==> src/common/dpram_host_pkg.sv <==
// Constants for the host-side controller of one port of an async dual-port RAM
// Function
// RULE1: Hold write_not_read high during every read
// RULE2: Address changes only while write_not_read high
// RULE3: Address valid before chip select falls (code drives address and chip select on the same clock edge)
// RULE4: Write only during select and lane overlap
// RULE5: Late select after write keeps outputs floating
// RULE6: Never select array and flags together
// RULE7: Array write stores only selected byte lanes
// RULE8: Array read drives only selected lanes
// RULE9: Flag read returns flag on all lines
// RULE10: Free flag reads one; taker reads zero
// RULE11: One from non-owner changes nothing
// RULE12: Owner release passes token to requester
// RULE13: Owner release without request frees flag
// RULE14: All flags free at start
// RULE15: Simultaneous requests grant exactly one port
// RULE16: Left write of top address sets right flag
// RULE17: Right read of top address clears flag
// RULE18: Right write of next address sets left
// RULE19: Left read of next address clears flag
// RULE20: Deep variant uses FFFF and FFFE
// RULE21: Mailbox access ignored while port busy
// RULE22: Same address race busies exactly one port
// RULE23: Busy low on loser until mismatch
// RULE24: Role pin selects busy output or input
package dpram_host_pkg;
    localparam int ADDR_W = 15;
    localparam int DATA_W = 16;
    localparam int LANE_W = 8;
    localparam logic [ADDR_W-1:0] MBOX_RIGHT_ADDR = 15'h7FFF;
    localparam logic [ADDR_W-1:0] MBOX_LEFT_ADDR = 15'h7FFE;
    // Strobe phase lengths, in ns, and derived cycles at 200 MHz
    localparam int CLK_PERIOD_PS = 5000;
    localparam int SETUP_NS = 5;
    localparam int STROBE_NS = 25;
    localparam int HOLD_NS = 5;
    localparam int SETUP_CYC = (SETUP_NS * 1000 + CLK_PERIOD_PS - 1) / CLK_PERIOD_PS;
    localparam int STROBE_CYC = (STROBE_NS * 1000 + CLK_PERIOD_PS - 1) / CLK_PERIOD_PS;
    localparam int HOLD_CYC = (HOLD_NS * 1000 + CLK_PERIOD_PS - 1) / CLK_PERIOD_PS;
    localparam int CNT_W = 4;
    typedef enum logic [1:0] {
        OP_ARRAY_READ,
        OP_ARRAY_WRITE,
        OP_FLAG_READ,
        OP_FLAG_WRITE
    } op_t;
endpackage

==> src/common/strobe_if.sv <==
// Handshake between the sequencer and the phase timer
`timescale 1ns/100ps
`default_nettype none
interface strobe_if;
    logic start;
    logic [3:0] len;
    logic done;
    modport seq (output start, output len, input done);
    modport tmr (input start, input len, output done);
endinterface
`default_nettype wire

==> src/core/phase_timer.sv <==
// Down counter that times one strobe phase
`timescale 1ns/100ps
`default_nettype none
module phase_timer (
    // Clock and reset
    input wire logic clk,
    input wire logic resetn,
    // Sequencer side
    strobe_if.tmr s
);
    logic [3:0] cnt_q;
    logic run_q;

    always_ff @(posedge clk or negedge resetn) begin
        if (!resetn) begin
            cnt_q <= 4'h0;
            run_q <= 1'b0;
        end else if (s.start) begin
            cnt_q <= s.len;
            run_q <= 1'b1;
        end else if (run_q) begin
            if (cnt_q <= 4'h1) begin
                run_q <= 1'b0;
            end
            cnt_q <= cnt_q - 4'h1;
        end
    end

    assign s.done = run_q && (cnt_q <= 4'h1);
endmodule
`default_nettype wire

==> src/core/dpram_port_host.sv <==
// Host controller that runs array, flag and mailbox cycles on one RAM port
`timescale 1ns/100ps
`default_nettype none
module dpram_port_host
    import dpram_host_pkg::*;
(
    // Clock and reset
    input wire logic clk,
    input wire logic resetn,
    // User request
    input wire logic req_valid,
    input wire logic [1:0] req_op,
    input wire logic [ADDR_W-1:0] req_addr,
    input wire logic [DATA_W-1:0] req_wdata,
    input wire logic [1:0] req_lanes,
    output logic req_ready,
    output logic rsp_valid,
    output logic [DATA_W-1:0] rsp_rdata,
    output logic rsp_busy_hit,
    output logic mbox_pending,
    // Device pins
    output logic [ADDR_W-1:0] addr,
    output logic chip_select_n,
    output logic flag_select_n,
    output logic write_not_read,
    output logic output_drive_enable_n,
    output logic upper_lane_select_n,
    output logic lower_lane_select_n,
    input wire logic [DATA_W-1:0] data_in,
    output logic [DATA_W-1:0] data_out,
    output logic [DATA_W-1:0] data_oe_n,
    input wire logic busy_n_pin,
    input wire logic mailbox_flag_n_pin
);
    typedef enum logic [2:0] {ST_IDLE, ST_SETUP, ST_STROBE, ST_HOLD, ST_DONE} state_t;
    state_t state_q;
    op_t op_q;
    strobe_if tif ();
    logic start_q;
    logic [3:0] len_q;
    logic [2:0] busy_sync_q;
    logic [2:0] mbox_sync_q;
    logic busy_hit_q;

    assign tif.start = start_q;
    assign tif.len = len_q;

    phase_timer u_timer (
        .clk(clk),
        .resetn(resetn),
        .s(tif)
    );

    function automatic logic is_write(input op_t o);
        return (o == OP_ARRAY_WRITE) || (o == OP_FLAG_WRITE);
    endfunction

    ////////////////////////////////////////////////////////////////////////
    // Pin synchronisers: a change counts once stages two and three agree
    always_ff @(posedge clk or negedge resetn) begin
        if (!resetn) begin
            busy_sync_q <= 3'h7;
            mbox_sync_q <= 3'h7;
        end else begin
            busy_sync_q <= {busy_sync_q[1:0], busy_n_pin}; // RULE24
            mbox_sync_q <= {mbox_sync_q[1:0], mailbox_flag_n_pin};
        end
    end

    always_ff @(posedge clk or negedge resetn) begin
        if (!resetn) begin
            mbox_pending <= 1'b0;
        end else if (mbox_sync_q[2] == mbox_sync_q[1]) begin
            mbox_pending <= !mbox_sync_q[2];
        end
    end

    ////////////////////////////////////////////////////////////////////////
    // Cycle sequencer
    always_ff @(posedge clk or negedge resetn) begin
        if (!resetn) begin
            state_q <= ST_IDLE;
            op_q <= OP_ARRAY_READ;
            start_q <= 1'b0;
            len_q <= 4'h1;
        end else begin
            start_q <= 1'b0;
            unique case (state_q)
                ST_IDLE: begin
                    if (req_valid) begin
                        op_q <= op_t'(req_op);
                        state_q <= ST_SETUP;
                        start_q <= 1'b1;
                        len_q <= CNT_W'(SETUP_CYC);
                    end
                end
                ST_SETUP: begin
                    if (tif.done) begin
                        state_q <= ST_STROBE;
                        start_q <= 1'b1;
                        len_q <= CNT_W'(STROBE_CYC);
                    end
                end
                ST_STROBE: begin
                    if (tif.done) begin
                        state_q <= ST_HOLD;
                        start_q <= 1'b1;
                        len_q <= CNT_W'(HOLD_CYC);
                    end
                end
                ST_HOLD: begin
                    if (tif.done) begin
                        state_q <= ST_DONE;
                    end
                end
                ST_DONE: begin
                    state_q <= ST_IDLE;
                end
            endcase
        end
    end

    ////////////////////////////////////////////////////////////////////////
    // Address, data and lanes are latched at acceptance and held throughout,
    // so the address only moves in idle with write_not_read high
    always_ff @(posedge clk or negedge resetn) begin
        if (!resetn) begin
            addr <= '0;
            data_out <= '0;
            upper_lane_select_n <= 1'b1;
            lower_lane_select_n <= 1'b1;
        end else if (state_q == ST_IDLE && req_valid) begin
            addr <= req_addr; // RULE2 RULE3
            data_out <= req_wdata;
            // Flag accesses keep both lanes high so select never collides
            if (req_op[1]) begin
                upper_lane_select_n <= 1'b1; // RULE6
                lower_lane_select_n <= 1'b1;
            end else begin
                upper_lane_select_n <= !req_lanes[1]; // RULE7 RULE8
                lower_lane_select_n <= !req_lanes[0];
            end
        end else if (state_q == ST_DONE) begin
            upper_lane_select_n <= 1'b1;
            lower_lane_select_n <= 1'b1;
        end
    end

    ////////////////////////////////////////////////////////////////////////
    // Strobes: selects asserted through setup, strobe and hold; write_not_read
    // low only in the strobe phase so the write ends before select rises
    always_ff @(posedge clk or negedge resetn) begin
        if (!resetn) begin
            chip_select_n <= 1'b1;
            flag_select_n <= 1'b1;
            write_not_read <= 1'b1;
            output_drive_enable_n <= 1'b1;
            data_oe_n <= '1;
        end else begin
            unique case (state_q)
                ST_IDLE: begin
                    if (req_valid) begin
                        chip_select_n <= req_op[1]; // RULE6
                        flag_select_n <= !req_op[1];
                        output_drive_enable_n <= is_write(op_t'(req_op));
                    end
                end
                ST_SETUP: begin
                    if (tif.done && is_write(op_q)) begin
                        write_not_read <= 1'b0; // RULE4 RULE1
                        data_oe_n <= '0;
                    end
                end
                ST_STROBE: begin
                    if (tif.done) begin
                        write_not_read <= 1'b1;
                    end
                end
                ST_HOLD: begin
                    if (tif.done) begin
                        chip_select_n <= 1'b1;
                        flag_select_n <= 1'b1;
                        output_drive_enable_n <= 1'b1;
                        data_oe_n <= '1;
                    end
                end
                ST_DONE: begin
                    data_oe_n <= '1;
                end
            endcase
        end
    end

    ////////////////////////////////////////////////////////////////////////
    // Read capture near strobe end; busy seen during the strobe is reported,
    // since the device drops mailbox accesses on a busy port
    always_ff @(posedge clk or negedge resetn) begin
        if (!resetn) begin
            rsp_rdata <= '0;
            rsp_valid <= 1'b0;
            rsp_busy_hit <= 1'b0;
            busy_hit_q <= 1'b0;
            req_ready <= 1'b0;
        end else begin
            rsp_valid <= 1'b0;
            req_ready <= (state_q == ST_IDLE) && !req_valid;
            if (state_q == ST_IDLE) begin
                busy_hit_q <= 1'b0;
            end else if (state_q == ST_STROBE && busy_sync_q[2] == busy_sync_q[1]
                         && !busy_sync_q[2]) begin
                busy_hit_q <= 1'b1; // RULE21 RULE23
            end
            if (state_q == ST_STROBE && tif.done && !is_write(op_q)) begin
                // Flag reads return the flag on every line; bit 0 is enough
                rsp_rdata <= (op_q == OP_FLAG_READ) ? {{(DATA_W-1){1'b0}}, data_in[0]}
                                                    : data_in; // RULE9 RULE10
            end
            if (state_q == ST_DONE) begin
                rsp_valid <= 1'b1;
                rsp_busy_hit <= busy_hit_q;
            end
        end
    end
endmodule
`default_nettype wire

==> config.mk <==
export PLATFORM = sky130hd
export DESIGN_NAME = dpram_port_host
export DESIGN_NICKNAME = d
export VERILOG_FILES = /design/src/common/dpram_host_pkg.sv /design/src/common/strobe_if.sv /design/src/core/phase_timer.sv /design/src/core/dpram_port_host.sv
export SDC_FILE = /design/constraint.sdc
export NUM_CORES = 1
export LEC_CHECK = 0
export BUFFER_PORTS_ARGS = -buffer_cell sky130_fd_sc_hd__buf_4
export CAP_MARGIN = 20
export CORE_ASPECT_RATIO = 1.25
export CORE_MARGIN = 3
export CORE_UTILIZATION = 53
export CTS_CLUSTER_SIZE = 28
export DETAILED_ROUTE_END_ITERATION = 12
export MAX_ROUTING_LAYER = met4
export PLACE_DENSITY = 0.85
export SYNTH_ARGS = -nofsm -noshare
export SYNTH_HDL_FRONTEND = slang
export SYNTH_SLANG_ARGS = --single-unit
==> constraint.sdc <==
create_clock -name clk -period 4.25 [get_ports clk]
set_input_delay 1.275 -clock clk [delete_from_list [all_inputs] [get_ports clk]]
set_output_delay 1.275 -clock clk [all_outputs]
set_load 0.01 [all_outputs]
==> reports/metrics.cfg <==
[route]
drc = 0
ant_nets = 0
vias = 2292
drt-total-wl_mm = 7.283
drtPass1Iterations = 4
via_per_inst = 5.093
drt-initial-drc-count = 99
wire_per_inst_um = 16.18

[grt]
grt_pass1_vias = 2400
antenna_found_initial = 0
gr-total-overflow = 0
grt_max_degree = 78
track_usage_pct = 20.75
grt_first_pass_wirelength_mm = 11.63

[clock_tree]
cts.clk_slew.worst_paths_ns = 0.08
holdBufCountCts = 0
cts_tree = yes
cts_resized = 0
cts_root_buf = clkbuf_8
postCtsSetupRepairBufs = 0
clkLatencyLatePin_ns = 0.34
cts_sinks = 77
cts-buffers-inserted = 9
cts_buffer_depth = 2
cts-htree-levels = 3

[timing]
min_period_over_period_pct = 59.06
hold_viol = 0
slew_viol_final = 0
tightest_slew_ns = 0.9293
relSlewSlack_pct = 38.05
rsz0062_at_grt = false
timing.hold.ws_ns = 0.3613
setup_viol = 0
finalCriticalPeriod_ns = 2.510
skew_ns = 0.009311
fmax_ghz = 0.3984
tns_ns = 0

[final_layout]
syn_to_final_growth_pct = 30.80
final_cell_mix = 129 x buf_4, 64 x dfrtp_1, 30 x mux2_2, 18 x mux2_4, 13 x dfstp_2
final_nets = 418
fillers = 419
final_common_cell = buf_4
antennaDiodeCount = 0
design_area_sq_um = 4453
stdcell_count = 450
drive_gt1_share_pct = 58.08

[critical_path]
worstSetupPathDepth = 1
cp_max_fo = 18
cp-end-kind = primary output
cp-startpoint = data_oe_n[14]
crit_arrival_ns = 1.24
path_cells = buf_4
max_stage_delay_ns = 0.71
rr_startpoint = state_q[0]
cp_top_family = flip-flops
worstPathRequired_ns = 2.97
crit_slowest_cell = dfstp_2
cp_num_buf_inv = 1
reg2regPathDepth = 3
path_class = reg2out
cp-start-kind = flip-flop

[logic_synthesis]
ys_types = 45
yosys.area.top_type = dfrtp_1
syn-num-nets = 305
ys_seq_area_share_pct = 57.07
synth_top_area_share_pct = 47.04
synth_area_sq_um = 3405
synth.area.top_cells = dfrtp_1 47%, dfstp_2 10%, mux2_2 9.9%, mux2_4 7.9%, buf_4 3.3%
synth_warnings = 0
synthCells = 247
ys_seq_elements = 77
synth.avg_cell_area_sq_um = 13.78

[placed_design]
portBuffers = 128
place_congestion = 0.8119
dp_hpwl_mm = 5.200
placed_area_sq_um = 4252
dp_cells = 434

[die]
fp.dieH_um = 95.61
top_level_ports = 129
initial_core_util_pct = 54.86
fp.dieW_um = 77.69
num_rows = 32
core_area_sq_um = 6206
die-area_sq_um = 7427

[min_path]
hold_depth = 0
hp-start = busy_sync_q[0]
min_path_type = reg2reg

[power]
power.density_nw_per_um2 = 704.7
p_leak_nw = 2.152
ir_drop_mv = 0.4249

[run]
cap_violations = 0

[run_status]
outcome = completed

[layer usage]
metal	wire length, um	track usage (%)	share of wire [%]
met5	0	-	0
met3	572	6.711	7.9
met4	157	8.160	2.2
met1	2923	25.14	40
met2	3629	32.36	50
[power by group]
group	internal (mW)	switching (mW)
combinational	0.745	0.533
clock	0.287	0.265
sequential	1.04	0.263
[final timing paths]
path	end	slack, ns
max in group asynchronous	rsp_rdata[1]	2.57
max	data_oe_n[2]	1.74
min	busy_sync_q[1]	0.36
max reg2reg	data_out[7]	2.26
min reg2reg	busy_sync_q[1]	0.36
min in group asynchronous	data_out[12]	1.07
[flip-flops by register name (all words and copies together), names as in the netlist, 2 cells and up]
register and count:
mbox_sync_q 3, rsp_rdata 16, u_timer.cnt_q 4, addr 15, state_q 3, op_q 2, data_out 16, busy_sync_q 3
[cell type report]
class	count	area, sq um	share of cell area [%]
timing repair buffer	129	968.4	21.75
clock buffer	11	141.4	3.175
inverter	9	33.78	0.7586
sequential	77	1943	43.64
clock inverter	5	60.06	1.349
tap	85	106.4	2.388
multi-input combinational	134	1200	26.95
[synth_stat cells, drive strengths merged]
master   instances
o31ai            2
nand2b           5
a22o             1
a2bb2oi          1
o31a             1
or4              1
xnor2            3
dfstp           13
nor2b           11
inv              9
dfrtp           64
buf             24
o311ai           1
nand4            1
a22oi            1
a21o             1
a21oi            1
nor3b            1
clkbuf           3
nor4b            2
o21ai            7
a211oi           1
a31oi            3
xor2             1
or2              2
nand2            6
or3              1
nand3            2
o41ai            3
and3b            1
mux2            48
nor2            10
o21a             1
ha               2
nor4             2
nor3             3
and4             1
and2b            7
[kinds of logic (layout without fill, tap and decap cells)]
family                   count (synthesis)  after routing  synth area share [%]
AO/OA/AOI/OAI                           24             24                 4.851
XOR/XNOR                                 4              4                 1.029
adder cells (fa/ha/maj)                  2              2                0.7349
buffers and inverters                   36            154                 7.681
flip-flops                              77             77                 57.07
multiplexers                            48             48                 17.86
AND/OR/NAND/NOR                         56             56                 10.77
[through the flow]
stage	setup WS (ns)	power, mW	util [%]
floorplan	1.926	2.069	-
global placement	1.679	2.541	68.51
detailed placement	1.627	2.604	68.51
CTS	1.717	3.167	71.75
global route	1.666	3.344	71.75
finish	1.740	3.138	71.75
Power figures use the tool's default switching activity.
